===== src/inc/fcs_pkg.sv =====
// constants, codes and types shared by the flash command sequencer host
package fcs_pkg;

   // ----------------------------------------------------------------
   // command codes written into the device command register, and the erased byte value
   // ----------------------------------------------------------------
   localparam logic [7:0] CMD_READ       = 8'h00;
   localparam logic [7:0] CMD_RESET      = 8'hff;
   localparam logic [7:0] CMD_IDENT      = 8'h90;
   localparam logic [7:0] CMD_ERASE      = 8'h30;
   localparam logic [7:0] CMD_PROG_SETUP = 8'h10;
   localparam logic [7:0] ERASED_BYTE    = 8'hff;

   // ----------------------------------------------------------------
   // status bit positions on the data bus
   // ----------------------------------------------------------------
   localparam int STATUS_BIT_SEVEN   = 7;
   localparam int TIMEOUT_STATUS_BIT = 5;

   // ----------------------------------------------------------------
   // timing, 40 mhz core clock
   // ----------------------------------------------------------------
   localparam int unsigned CLK_KHZ   = 40000;
   localparam int unsigned T_WE_NS   = 50;
   localparam int unsigned T_ACC_NS  = 150;
   localparam int unsigned T_RAMP_NS = 500;
   // least times, rounded up to whole cycles
   localparam logic [7:0]  WE_CYC    = 8'((T_WE_NS * CLK_KHZ + 999999) / 1000000);
   localparam logic [7:0]  ACC_CYC   = 8'((T_ACC_NS * CLK_KHZ + 999999) / 1000000);
   localparam logic [7:0]  RAMP_CYC  = 8'((T_RAMP_NS * CLK_KHZ + 999999) / 1000000);
   localparam logic [7:0]  CNT_ONE   = 8'h01;

   // ----------------------------------------------------------------
   // user operations
   // ----------------------------------------------------------------
   typedef enum logic [2:0] {
      OP_READ  = 3'b000,
      OP_IDENT = 3'b001,
      OP_ERASE = 3'b010,
      OP_PROG  = 3'b011,
      OP_RESET = 3'b100
   } fcs_op_t;

endpackage


===== src/inc/fcs_bus_if.sv =====
// request and answer carrier between sequencer and pin cycle engine
`timescale 1ns/1ps
interface fcs_bus_if #(parameter int ADDR_W = 18);
   logic              req;
   logic              is_wr;
   logic [ADDR_W-1:0] addr;
   logic [7:0]        wdata;
   logic              ack;
   logic [7:0]        rdata;

   modport ctl (output req, output is_wr, output addr, output wdata,
                input ack, input rdata);
   modport eng (input req, input is_wr, input addr, input wdata,
                output ack, output rdata);
endinterface


===== src/design/fcs_cycle.sv =====
// pin cycle engine: one write or read bus cycle per request
`timescale 1ns/1ps
module fcs_cycle
   import fcs_pkg::*;
#(
   parameter int ADDR_W = 18
)(
   input  wire logic              core_clk,
   input  wire logic              nrst,
   fcs_bus_if.eng                 bus,
   output logic                   flash_ce_n,
   output logic                   flash_oe_n,
   output logic                   flash_we_n,
   output logic [ADDR_W-1:0]      flash_addr,
   output logic [7:0]             flash_dq_out,
   output logic                   flash_dq_oe,
   input  wire logic [7:0]        flash_dq_in
);
   import fcs_pkg::*;

   // ----------------------------------------------------------------
   // state
   // ----------------------------------------------------------------
   typedef enum logic [2:0] {
      E_IDLE  = 3'b000,
      E_SETUP = 3'b001,
      E_WLOW  = 3'b010,
      E_WHOLD = 3'b011,
      E_RWAIT = 3'b100
   } fcs_est_t;

   typedef struct packed {
      fcs_est_t          st;
      logic [7:0]        cnt;
      logic              ce_n;
      logic              oe_n;
      logic              we_n;
      logic              dq_oe;
      logic [ADDR_W-1:0] addr;
      logic [7:0]        dq;
      logic [7:0]        rdata;
      logic              ack;
   } fcs_eng_t;

   fcs_eng_t s_q;
   fcs_eng_t s_d;

   // ----------------------------------------------------------------
   // next state
   // ----------------------------------------------------------------
   always_comb
   begin
      s_d     = s_q;
      s_d.ack = 1'b0;
      case (s_q.st)
         E_IDLE:
         begin
            if (bus.req && !s_q.ack)
            begin
               s_d.addr = bus.addr;
               s_d.ce_n = 1'b0;
               if (bus.is_wr)
               begin
                  // oe stays high through a write, else the device drops it
                  s_d.dq    = bus.wdata;
                  s_d.dq_oe = 1'b1;
                  s_d.st    = E_SETUP;
               end
               else
               begin
                  s_d.oe_n = 1'b0;
                  s_d.cnt  = ACC_CYC;
                  s_d.st   = E_RWAIT;
               end
            end
         end
         E_SETUP:
         begin
            // address settles before we falls, where it is captured
            s_d.we_n = 1'b0;
            s_d.cnt  = WE_CYC;
            s_d.st   = E_WLOW;
         end
         E_WLOW:
         begin
            if (s_q.cnt == CNT_ONE)
            begin
               // we rises before ce, so the we rise latches the data
               s_d.we_n = 1'b1;
               s_d.st   = E_WHOLD;
            end
            else
               s_d.cnt = s_q.cnt - CNT_ONE;
         end
         E_WHOLD:
         begin
            // data held one cycle past the we rise
            s_d.ce_n  = 1'b1;
            s_d.dq_oe = 1'b0;
            s_d.ack   = 1'b1;
            s_d.st    = E_IDLE;
         end
         E_RWAIT:
         begin
            if (s_q.cnt == CNT_ONE)
            begin
               s_d.rdata = flash_dq_in;
               s_d.ce_n  = 1'b1;
               s_d.oe_n  = 1'b1;
               s_d.ack   = 1'b1;
               s_d.st    = E_IDLE;
            end
            else
               s_d.cnt = s_q.cnt - CNT_ONE;
         end
         default:
            s_d.st = E_IDLE;
      endcase
   end

   always_ff @(posedge core_clk)
   begin
      if (!nrst)
      begin
         s_q       <= '0;
         s_q.st    <= E_IDLE;
         s_q.ce_n  <= 1'b1;
         s_q.oe_n  <= 1'b1;
         s_q.we_n  <= 1'b1;
      end
      else
         s_q <= s_d;
   end

   assign flash_ce_n   = s_q.ce_n;
   assign flash_oe_n   = s_q.oe_n;
   assign flash_we_n   = s_q.we_n;
   assign flash_addr   = s_q.addr;
   assign flash_dq_out = s_q.dq;
   assign flash_dq_oe  = s_q.dq_oe;
   assign bus.ack      = s_q.ack;
   assign bus.rdata    = s_q.rdata;
endmodule


===== src/design/fcs_host.sv =====
// host-side sequencer that drives a byte-wide bulk-erase flash by its pins
`timescale 1ns/1ps
module fcs_host
   import fcs_pkg::*;
#(
   parameter int ADDR_W = 18
)(
   input  wire logic              core_clk,
   input  wire logic              nrst,
   input  wire logic              cmd_valid,
   input  wire fcs_pkg::fcs_op_t  cmd_op,
   input  wire logic [ADDR_W-1:0] cmd_addr,
   input  wire logic [7:0]        cmd_data,
   output logic                   busy,
   output logic                   done,
   output logic                   fail,
   output logic [7:0]             result,
   output logic                   programming_supply,
   output logic                   flash_ce_n,
   output logic                   flash_oe_n,
   output logic                   flash_we_n,
   output logic [ADDR_W-1:0]      flash_addr,
   output logic [7:0]             flash_dq_out,
   output logic                   flash_dq_oe,
   input  wire logic [7:0]        flash_dq_in
);
   import fcs_pkg::*;

   generate
      if (ADDR_W < 1 || ADDR_W > 24)
      begin : g_bad_width
         $error("fcs_host: ADDR_W must lie in 1..24");
      end
   endgenerate

   // ----------------------------------------------------------------
   // state
   // ----------------------------------------------------------------
   typedef enum logic [3:0] {
      M_IDLE   = 4'b0000,
      M_RAMP   = 4'b0001,
      M_W1     = 4'b0010,
      M_W2     = 4'b0011,
      M_RD     = 4'b0100,
      M_POLL   = 4'b0101,
      M_REPOLL = 4'b0110,
      M_VERIFY = 4'b0111,
      M_EXIT   = 4'b1000,
      M_FIN    = 4'b1001
   } fcs_mst_t;

   typedef struct packed {
      fcs_mst_t          st;
      fcs_op_t           op;
      logic [ADDR_W-1:0] addr;
      logic [7:0]        data;
      logic [7:0]        cnt;
      logic              req;
      logic              is_wr;
      logic [ADDR_W-1:0] baddr;
      logic [7:0]        bdata;
      logic              busy;
      logic              done;
      logic              fail;
      logic [7:0]        result;
      logic              vpp;
   } fcs_host_t;

   fcs_host_t s_q;
   fcs_host_t s_d;

   fcs_bus_if #(.ADDR_W(ADDR_W)) bus ();

   fcs_cycle #(.ADDR_W(ADDR_W)) u_cycle (
      .core_clk     (core_clk),
      .nrst         (nrst),
      .bus          (bus.eng),
      .flash_ce_n   (flash_ce_n),
      .flash_oe_n   (flash_oe_n),
      .flash_we_n   (flash_we_n),
      .flash_addr   (flash_addr),
      .flash_dq_out (flash_dq_out),
      .flash_dq_oe  (flash_dq_oe),
      .flash_dq_in  (flash_dq_in)
   );

   // completion test on bit seven of a poll read
   logic poll_ok;
   always_comb
   begin
      if (s_q.op == OP_PROG)
         poll_ok = bus.rdata[STATUS_BIT_SEVEN] == s_q.data[STATUS_BIT_SEVEN];
      else
         poll_ok = bus.rdata[STATUS_BIT_SEVEN];
   end

   // ----------------------------------------------------------------
   // next state
   // ----------------------------------------------------------------
   always_comb
   begin
      s_d      = s_q;
      s_d.done = 1'b0;
      case (s_q.st)
         M_IDLE:
         begin
            if (cmd_valid)
            begin
               s_d.op    = cmd_op;
               s_d.addr  = cmd_addr;
               s_d.data  = cmd_data;
               s_d.busy  = 1'b1;
               s_d.fail  = 1'b0;
               s_d.cnt   = RAMP_CYC;
               s_d.baddr = cmd_addr;
               if (cmd_op == OP_READ)
                  s_d.st = M_RD;    // supply low keeps the device in read mode
               else
               begin
                  s_d.vpp = 1'b1;   // command register only listens with supply high
                  s_d.st  = M_RAMP;
               end
            end
         end
         M_RAMP:
         begin
            if (s_q.cnt == CNT_ONE)
               s_d.st = M_W1;
            else
               s_d.cnt = s_q.cnt - CNT_ONE;
         end
         M_W1:
         begin
            // first write picks the operation
            s_d.req   = 1'b1;
            s_d.is_wr = 1'b1;
            case (s_q.op)
               OP_ERASE: s_d.bdata = CMD_ERASE;
               OP_PROG:  s_d.bdata = CMD_PROG_SETUP;
               OP_IDENT: s_d.bdata = CMD_IDENT;
               default:  s_d.bdata = CMD_RESET;
            endcase
            if (bus.ack)
            begin
               s_d.req = 1'b0;
               s_d.st  = (s_q.op == OP_IDENT) ? M_RD : M_W2;
            end
         end
         M_W2:
         begin
            // second write: erase code again, program data, or second reset
            s_d.req   = 1'b1;
            s_d.is_wr = 1'b1;
            s_d.baddr = s_q.addr;
            case (s_q.op)
               OP_ERASE: s_d.bdata = CMD_ERASE;  // back to back, starts erase
               OP_PROG:  s_d.bdata = s_q.data;   // program write
               default:  s_d.bdata = CMD_RESET;  // two resets clear setup state
            endcase
            if (bus.ack)
            begin
               s_d.req = 1'b0;
               // polling only makes sense after the second write
               s_d.st  = (s_q.op == OP_RESET) ? M_FIN : M_POLL;
            end
         end
         M_RD:
         begin
            s_d.req   = 1'b1;
            s_d.is_wr = 1'b0;
            s_d.baddr = s_q.addr;
            if (bus.ack)
            begin
               s_d.req    = 1'b0;
               s_d.result = bus.rdata;
               // identification mode lasts until another command
               s_d.st     = (s_q.op == OP_IDENT) ? M_EXIT : M_FIN;
            end
         end
         M_POLL, M_REPOLL:
         begin
            // device preprograms, erases and verifies alone; host only polls
            s_d.req   = 1'b1;
            s_d.is_wr = 1'b0;
            if (bus.ack)
            begin
               s_d.req    = 1'b0;
               s_d.result = bus.rdata;
               if (poll_ok)
               begin
                  // device is back in read mode on its own
                  s_d.baddr = '0;
                  s_d.st    = (s_q.op == OP_ERASE) ? M_VERIFY : M_FIN;
               end
               else if (s_q.st == M_REPOLL)
               begin
                  // failed part accepts only polling, so no reset is written
                  s_d.fail = 1'b1;
                  s_d.st   = M_FIN;
               end
               else if (bus.rdata[TIMEOUT_STATUS_BIT])
                  s_d.st = M_REPOLL;   // bit seven may flip with bit five
            end
         end
         M_VERIFY:
         begin
            // whole array must read erased before use
            s_d.req   = 1'b1;
            s_d.is_wr = 1'b0;
            if (bus.ack)
            begin
               s_d.req = 1'b0;
               if (bus.rdata != ERASED_BYTE)
               begin
                  s_d.fail   = 1'b1;
                  s_d.result = bus.rdata;
                  s_d.st     = M_FIN;
               end
               else if (&s_q.baddr)
                  s_d.st = M_FIN;
               else
                  s_d.baddr = s_q.baddr + {{(ADDR_W-1){1'b0}}, 1'b1};
            end
         end
         M_EXIT:
         begin
            // leave identification mode for read mode
            s_d.req   = 1'b1;
            s_d.is_wr = 1'b1;
            s_d.bdata = CMD_READ;
            if (bus.ack)
            begin
               s_d.req = 1'b0;
               s_d.st  = M_FIN;
            end
         end
         M_FIN:
         begin
            // supply drops only when idle; a full verify keeps it up meanwhile
            s_d.vpp  = 1'b0;
            s_d.busy = 1'b0;
            s_d.done = 1'b1;
            s_d.st   = M_IDLE;
         end
         default:
            s_d.st = M_IDLE;
      endcase
   end

   always_ff @(posedge core_clk)
   begin
      if (!nrst)
      begin
         s_q    <= '0;
         s_q.st <= M_IDLE;
         s_q.op <= OP_READ;
      end
      else
         s_q <= s_d;
   end

   assign bus.req            = s_q.req;
   assign bus.is_wr          = s_q.is_wr;
   assign bus.addr           = s_q.baddr;
   assign bus.wdata          = s_q.bdata;
   assign busy               = s_q.busy;
   assign done               = s_q.done;
   assign fail               = s_q.fail;
   assign result             = s_q.result;
   assign programming_supply = s_q.vpp;
endmodule


===== config.mk =====
export PLATFORM = sky130hd
export DESIGN_NAME = fcs_host
export DESIGN_NICKNAME = d
export VERILOG_FILES = /design/src/inc/fcs_pkg.sv /design/src/inc/fcs_bus_if.sv /design/src/design/fcs_cycle.sv /design/src/design/fcs_host.sv
export SDC_FILE = /design/constraint.sdc
export NUM_CORES = 1
export LEC_CHECK = 0
export BUFFER_PORTS_ARGS = -buffer_cell sky130_fd_sc_hd__buf_4
export CAP_MARGIN = 0
export CORE_UTILIZATION = 45
export DETAILED_ROUTE_END_ITERATION = 10
export GPL_TIMING_DRIVEN = 0
export SKIP_CTS_REPAIR_TIMING = 1
export SLEW_MARGIN = 20
export SYNTH_ARGS = -nofsm -noshare
export SYNTH_HDL_FRONTEND = slang
export SYNTH_SLANG_ARGS = --single-unit

===== constraint.sdc =====
create_clock -name core_clk -period 5.85 [get_ports core_clk]
set_input_delay 0.585 -clock core_clk [delete_from_list [all_inputs] [get_ports core_clk]]
set_output_delay 0.585 -clock core_clk [all_outputs]
set_load 0.01 [all_outputs]

==> metrics.txt, run 1 <==
# TYPE chip_impl_metric gauge
chip_impl_metric{name="critPathRequiredTime",unit="ps"} 6160
chip_impl_metric{name="via_per_inst",unit=""} 5.66
chip_impl_metric{name="seq_area_frac_synth",unit="%"} 40.9
chip_impl_metric{name="ys_seq_elements",unit=""} 131
chip_impl_metric{name="peak_supply_drop",unit="mV"} 0.214
chip_impl_metric{name="final_max_slew_viol_count",unit=""} 0
chip_impl_metric{name="die-area",unit="um^2"} 14700
chip_impl_metric{name="n_antenna_cell",unit=""} 0
chip_impl_metric{name="syn_area",unit="um^2"} 6410
chip_impl_metric{name="cp.arrival",unit="ps"} 3050
chip_impl_info{name="rsz0062_at_grt",value="no"} 1
chip_impl_metric{name="drt.antenna.violating_nets",unit=""} 0
chip_impl_metric{name="clock_sink_count",unit=""} 131
chip_impl_metric{name="grtUsageTotal",unit="%"} 27.3
chip_impl_metric{name="postPlaceCellArea",unit="um^2"} 7250
chip_impl_metric{name="whs",unit="ps"} 424
chip_impl_metric{name="ys.warnings.count",unit=""} 0
chip_impl_info{name="hp-class",value="in -> reg"} 1
chip_impl_metric{name="post_synth_inst_count",unit=""} 791
chip_impl_metric{name="antenna_violations_before_repair",unit=""} 0
chip_impl_metric{name="routed-via-count",unit=""} 6134
chip_impl_metric{name="numPlacedInstances",unit=""} 1052
chip_impl_metric{name="final-setup-viol-count",unit=""} 0
chip_impl_metric{name="synth_edf_count",unit=""} 0
chip_impl_metric{name="drt-initial-drc-count",unit=""} 557
chip_impl_metric{name="floorplan.initialDensity",unit="%"} 46.2
chip_impl_info{name="clock-root-buffer",value="clkbuf_16"} 1
chip_impl_metric{name="cts_made_buffers",unit=""} 17
chip_impl_metric{name="dr.pass1.iters",unit=""} 6
chip_impl_metric{name="syn-num-nets",unit=""} 836
chip_impl_metric{name="die_height",unit="um"} 121
chip_impl_info{name="crit_path_start_kind",value="register"} 1
chip_impl_info{name="ys.flop_type",value="dfxtp_1"} 1
chip_impl_metric{name="max-cap-violations",unit=""} 0
chip_impl_metric{name="core",unit="um^2"} 13900
chip_impl_metric{name="clock_path_buffers",unit=""} 2
chip_impl_metric{name="drt_wl_total",unit="mm"} 19.0
chip_impl_metric{name="power.static_leakage",unit="uW"} 0.00311
chip_impl_metric{name="wire_per_inst",unit="um"} 17.6
chip_impl_metric{name="finalHoldViolations",unit=""} 0
chip_impl_metric{name="area_growth_syn_to_layout",unit="%"} 22.3
chip_impl_metric{name="synth-async-reset-ratio",unit="%"} 0
chip_impl_metric{name="timing.final.crit_period",unit="ps"} 2740
chip_impl_metric{name="fraction_of_final_layout_cells_with_drive_strength_greater_than_1",unit="%"} 20.6
chip_impl_metric{name="timing.slew.headroom",unit="%"} 45.1
chip_impl_metric{name="grt_pass1_vias",unit=""} 5763
chip_impl_info{name="cts_tree",value="done"} 1
chip_impl_info{name="critical_path_start_end_classification",value="reg -> reg"} 1
chip_impl_metric{name="place_hpwl",unit="mm"} 14.1
chip_impl_metric{name="grt_pass1_wl",unit="mm"} 30.7
chip_impl_metric{name="final_cell_area",unit="um^2"} 7840
chip_impl_metric{name="maximum_number_of_pins_on_one_net_before_global_route_repair",unit=""} 17
chip_impl_metric{name="die_w",unit="um"} 121
chip_impl_metric{name="gr-total-overflow",unit=""} 0
chip_impl_metric{name="synth.distinct_cells",unit=""} 77
chip_impl_metric{name="period_share",unit="%"} 46.8
chip_impl_metric{name="clock-skew-final",unit="ps"} 10.3
chip_impl_metric{name="max_slew.worst_pin.slew",unit="ps"} 816
chip_impl_metric{name="row_count",unit=""} 43
chip_impl_metric{name="ctsHtreeMaxLevel",unit=""} 4
chip_impl_metric{name="ios",unit=""} 82
chip_impl_metric{name="fmaxAchievable",unit="MHz"} 365
chip_impl_metric{name="clkSlewWorstSetupHoldPaths",unit="ps"} 60
chip_impl_metric{name="critPathMaxFanout",unit=""} 10
chip_impl_metric{name="avgSynthCellArea",unit="um^2"} 8.11
chip_impl_metric{name="power-per-cell-area",unit="nW/um^2"} 437
chip_impl_metric{name="post-route-drc-count",unit=""} 0
chip_impl_info{name="status",value="completed"} 1
chip_impl_metric{name="power",unit="uW"} 3420
chip_impl_metric{name="place.port_buffers",unit=""} 81
chip_impl_metric{name="non_filler_cells_in_the_finished_layout",unit=""} 1084
chip_impl_metric{name="insertion_delay",unit="ps"} 420
chip_impl_metric{name="gp_congestion",unit=""} 0.921
chip_impl_metric{name="finish.net_count",unit=""} 936
chip_impl_metric{name="final.setup.tns",unit="ps"} 0
chip_impl_info{name="crit_path_end_kind",value="register"} 1
-- area by class of cell --
type,instances,area (um^2)
Clock inverter,10,131
Sequential cell,131,2620
Buffer,91,493
Tap cell,180,225
Multi-Input combinational cell,554,3240
Clock buffer,22,464
Fill cell,1307,6040
Inverter,15,56.3
Timing Repair Buffer,81,608
-- path summary, 6_finish.rpt --
kind | from | to | slack (ps) | cells after the start
setup reg to reg | bus.addr[0] | bus.addr[15] | 3110 | 8
setup / recovery | bus.addr[0] | bus.addr[15] | 3110 | 8
hold / removal | flash_dq_in[6] | u_cycle.bus.rdata[6] | 420 | 3
hold reg to reg | s_q[49] | s_q[49] | 450 | 2
-- cell usage in the layout, fill, tap and decap left out, types with 7 or more instances in the layout --
cell type and count:
a21oi_1 96, a221oi_1 7, a22oi_1 7, a31o_2 7, a31oi_1 7, and3_1 7
buf_2 13, buf_4 115, clkbuf_1 45, clkbuf_16 17, dfxtp_1 131, inv_1 14
mux2i_1 10, nand2_1 144, nand2b_1 10, nand3_1 21, nand4_1 11, nor2_1 53
nor3_1 9, o21ai_0 29, o311a_1 8, o311ai_0 7, o41ai_1 7, xnor2_1 10
-- per-layer routing --
metal	wire length [um]	up-vias	global-route usage, %
met2	8400	197	41.1
met1	9220	2914	38.1
li1	-	3001	-
met5	0	-	0
met3	1030	22	5.73
met4	392	0	10.0
-- sequential cells by signal (all words and copies together) (netlist names), 8 cells and up --
name / cells
u_cycle.s_q: 11
s_q: 41
bus.wdata: 8
u_cycle.bus.rdata: 8
u_cycle.flash_dq_out: 8
u_cycle.flash_addr: 18
bus.addr: 18
result: 8
-- synthesized netlist by cell type, types with 4 or more instances --
master	count	area, um^2
dfxtp_1	131	2620
and2_1	5	31.3
nand4_1	11	68.8
clkbuf_1	42	158
nand2b_1	10	62.6
buf_4	34	255
a221oi_1	7	61.3
ha_1	5	62.6
o311ai_0	7	61.3
a31oi_1	7	43.8
nor2b_1	6	37.5
a22oi_1	7	52.6
o311a_1	8	80.1
nand2_1	144	541
inv_1	14	52.6
a311oi_1	4	35.0
and3_1	7	43.8
nor2_1	53	199
o31ai_1	6	45.0
nor3_1	9	45.0
a21oi_1	96	480
o21ai_0	29	145
o211ai_1	4	30.0
xnor2_1	10	87.6
a211oi_1	6	45.0
nand3_1	21	105
buf_2	13	65.1
mux2i_1	10	100
o41ai_1	7	61.3
xor2_1	5	43.8
a31o_2	7	61.3
-- worst max-delay path: stages, from the launching register on --
cell,delay (ps)
dfxtp_1,480
ha_1,230
and3_1,160
clkbuf_1,240
nand3_1,320
nor2_1,250
clkbuf_1,440
nor2_2,230
a31o_2,290
-- power breakdown --
part | switching [uW] | internal [uW] | total [uW]
logic | 673 | 444 | 1120
registers | 161 | 1070 | 1230
clock network | 386 | 689 | 1080
-- per-stage QoR --
step / util (%) / worst slack [ps]
global route: 56.5 / 2960
finish: 56.5 / 3110
global placement: 52.2 / 3250
CTS: 56.5 / 3200
floorplan: - / 3750
detailed placement: 52.2 / 3200
-- logic make-up (layout without fill, tap and decap cells) --
kind of cell               after synthesis  after routing  share of synthesized area [%]
xor gates and xnor gates                15             15                           2.05
buffers and inverters                  106            219                           8.56
adders and majority gates                5              5                          0.975
DFF                                    131            131                           40.9
and+or+nand+nor                        296            296                           21.5
AOI/OAI and AO/OA                      227            227                           24.2
muxes                                   11             11                           1.74
No activity file was read; power rests on OpenSTA's default activity.
==> run 2: changes to the inputs <==
==> constraint.sdc (replaced) <==
create_clock -name core_clk -period 2.7 [get_ports core_clk]
set_input_delay 0.27 -clock core_clk [delete_from_list [all_inputs] [get_ports core_clk]]
set_output_delay 0.27 -clock core_clk [all_outputs]
set_load 0.01 [all_outputs]
==> metrics.txt, run 2 (synthesis results as in run 1) <==
# TYPE chip_impl_metric gauge
chip_impl_metric{name="wire_per_inst",unit="um"} 17.5
chip_impl_metric{name="finalHoldViolations",unit=""} 0
chip_impl_metric{name="drt_wl_total",unit="mm"} 19.0
chip_impl_info{name="final_common_cell",value="nand2_1"} 1
chip_impl_metric{name="gp_congestion",unit=""} 0.921
chip_impl_metric{name="core",unit="um^2"} 13900
chip_impl_metric{name="ios",unit=""} 82
chip_impl_metric{name="final.setup.tns",unit="ps"} 0
chip_impl_metric{name="die_height",unit="um"} 121
chip_impl_metric{name="final_max_slew_viol_count",unit=""} 0
chip_impl_metric{name="gr-total-overflow",unit=""} 0
chip_impl_info{name="crit_path_start_kind",value="register"} 1
chip_impl_metric{name="max-cap-violations",unit=""} 0
chip_impl_info{name="hold_path.startpoint",value="flash_dq_in[6]"} 1
chip_impl_metric{name="grtUsageTotal",unit="%"} 27.3
chip_impl_metric{name="critPathRequiredTime",unit="ps"} 2980
chip_impl_info{name="cts_tree",value="done"} 1
chip_impl_metric{name="worst_path_largest_cell_delay",unit="ps"} 620
chip_impl_metric{name="max_slew.worst_pin.slew",unit="ps"} 845
chip_impl_metric{name="fill_cells",unit=""} 1307
chip_impl_metric{name="timing.slew.headroom",unit="%"} 43.7
chip_impl_metric{name="routed-via-count",unit=""} 6123
chip_impl_metric{name="die_w",unit="um"} 121
chip_impl_info{name="cell_with_the_most_instances_on_the_worst_path",value="o311ai_0"} 1
chip_impl_info{name="largest-register",value="s_q"} 1
chip_impl_metric{name="place_hpwl",unit="mm"} 14.1
chip_impl_metric{name="clkSlewWorstSetupHoldPaths",unit="ps"} 60
chip_impl_metric{name="n_antenna_cell",unit=""} 0
chip_impl_metric{name="timing.hold.worst_path_depth",unit=""} 3
chip_impl_info{name="cp_cell_sequence",value="buf_2, o311ai_0, o2111ai_2, clkbuf_1, o311ai_0, o41ai_1"} 1
chip_impl_info{name="status",value="completed"} 1
chip_impl_metric{name="cts_made_buffers",unit=""} 17
chip_impl_metric{name="final-setup-viol-count",unit=""} 0
chip_impl_info{name="rsz0062_at_grt",value="no"} 1
chip_impl_metric{name="grt_pass1_vias",unit=""} 5763
chip_impl_metric{name="post-route-drc-count",unit=""} 0
chip_impl_metric{name="row_count",unit=""} 43
chip_impl_metric{name="timing.reg2reg.worst_path_depth",unit=""} 6
chip_impl_metric{name="floorplan.initialDensity",unit="%"} 46.2
chip_impl_info{name="clock-root-buffer",value="clkbuf_16"} 1
chip_impl_metric{name="drt-initial-drc-count",unit=""} 561
chip_impl_metric{name="clock-skew-final",unit="ps"} 10.4
chip_impl_metric{name="fmaxAchievable",unit="MHz"} 385
chip_impl_metric{name="insertion_delay",unit="ps"} 420
chip_impl_metric{name="critPathMaxFanout",unit=""} 10
chip_impl_info{name="cp-endpoint",value="bus.addr[11]"} 1
chip_impl_metric{name="dr.pass1.iters",unit=""} 5
chip_impl_metric{name="clock_sink_count",unit=""} 131
chip_impl_metric{name="cp.arrival",unit="ps"} 2880
chip_impl_info{name="timing.rr.start",value="s_q[77]"} 1
chip_impl_metric{name="place.port_buffers",unit=""} 81
chip_impl_metric{name="period_share",unit="%"} 96.3
chip_impl_metric{name="finish.net_count",unit=""} 936
chip_impl_metric{name="area_growth_syn_to_layout",unit="%"} 22.3
chip_impl_metric{name="final-seq-area",unit="um^2"} 2620
chip_impl_metric{name="ctsHtreeMaxLevel",unit=""} 4
chip_impl_metric{name="flop2flop_setup_slack",unit="ps"} 100
chip_impl_info{name="worstSetupStartpoint",value="s_q[77]"} 1
chip_impl_metric{name="fraction_of_final_layout_cells_with_drive_strength_greater_than_1",unit="%"} 20.8
chip_impl_metric{name="grt_pass1_wl",unit="mm"} 30.7
chip_impl_info{name="crit_path_end_kind",value="register"} 1
chip_impl_info{name="cell_with_the_largest_stage_delay_on_the_worst_path",value="o311ai_0"} 1
chip_impl_metric{name="timing.final.crit_period",unit="ps"} 2600
chip_impl_metric{name="die-area",unit="um^2"} 14700
chip_impl_metric{name="power-per-cell-area",unit="nW/um^2"} 945
chip_impl_metric{name="clock_path_buffers",unit=""} 2
chip_impl_metric{name="whs",unit="ps"} 109
chip_impl_info{name="hp-class",value="in -> reg"} 1
chip_impl_metric{name="largest_register_ffs",unit=""} 41
chip_impl_metric{name="antenna_violations_before_repair",unit=""} 0
chip_impl_info{name="worstReg2RegEnd",value="bus.addr[11]"} 1
chip_impl_info{name="critical_path_start_end_classification",value="reg -> reg"} 1
chip_impl_metric{name="drt.antenna.violating_nets",unit=""} 0
chip_impl_metric{name="power.static_leakage",unit="uW"} 0.00312
chip_impl_metric{name="peak_supply_drop",unit="mV"} 0.465
chip_impl_metric{name="via_per_inst",unit=""} 5.65
chip_impl_metric{name="maximum_number_of_pins_on_one_net_before_global_route_repair",unit=""} 17
chip_impl_metric{name="multi_input_area",unit="um^2"} 3240
chip_impl_info{name="layout.cells.most_common_list",value="nand2_1, dfxtp_1, buf_4, a21oi_1, nor2_1"} 1
==> run 2: changes by cell type in the layout (fill, tap and decap cells not counted) <==
cell      previous run  this run
clkbuf_1            45        43
clkbuf_2             0         2
==> run 2: metal layers <==
metal / part of all wire (%) / GRT usage [%] / up-vias
met3: 5.7 / 5.73 / 29
met2: 44 / 41.1 / 188
li1: - / - / 3000
met4: 2.2 / 10.0 / 0
met1: 48 / 38.1 / 2906
met5: 0 / 0 / -
==> run 2: cell type report <==
class                   count  share of cell area (%)
multi-input cells         554                    41.3
flip-flops and latches    131                    33.4
repair buffers             81                    7.75
plain buffers              91                    6.32
clock buffers              22                    5.92
well taps                 180                    2.87
clock inverters            10                    1.67
inverters                  15                   0.718
==> run 2: how the worst min path moves through the flow <==
stage,slack (ps),to
after floorplan,410,s_q[48]
final,110,u_cycle.bus.rdata[6]
after CTS,90,s_q[55]
after global routing,90,u_cycle.bus.rdata[4]
after detailed placement,440,s_q[49]
after global placement,440,s_q[49]
==> run 2: report_power, final <==
part	internal [uW]	leakage, uW	switching [uW]
sequential	2320	0.00107	349
combinational	962	0.00176	1460
clock	1490	0.000294	834
==> run 2: critical path, delay by kind of cell, from the launching register on <==
family	cells	cell delay [ps]
DFF	1	330
buffers and inverters	2	520
AOI/OAI and AO/OA	4	1610
==> run 2: per-stage QoR <==
stage / utilization (%) / std cells / total power (uW) / setup slack, ps / area, um^2
2_1_floorplan: - / 791 / 4360 / 679 / 6410
6_report: 56.5 / 1084 / 7420 / 101 / 7850
5_1_grt: 56.5 / 1084 / 7870 / 39.8 / 7850
4_1_cts: 56.5 / 1084 / 7430 / 51.6 / 7840
3_5_place_dp: 52.2 / 1052 / 5090 / 69.1 / 7250
3_3_place_gp: 52.2 / 1052 / 5030 / 104 / 7250
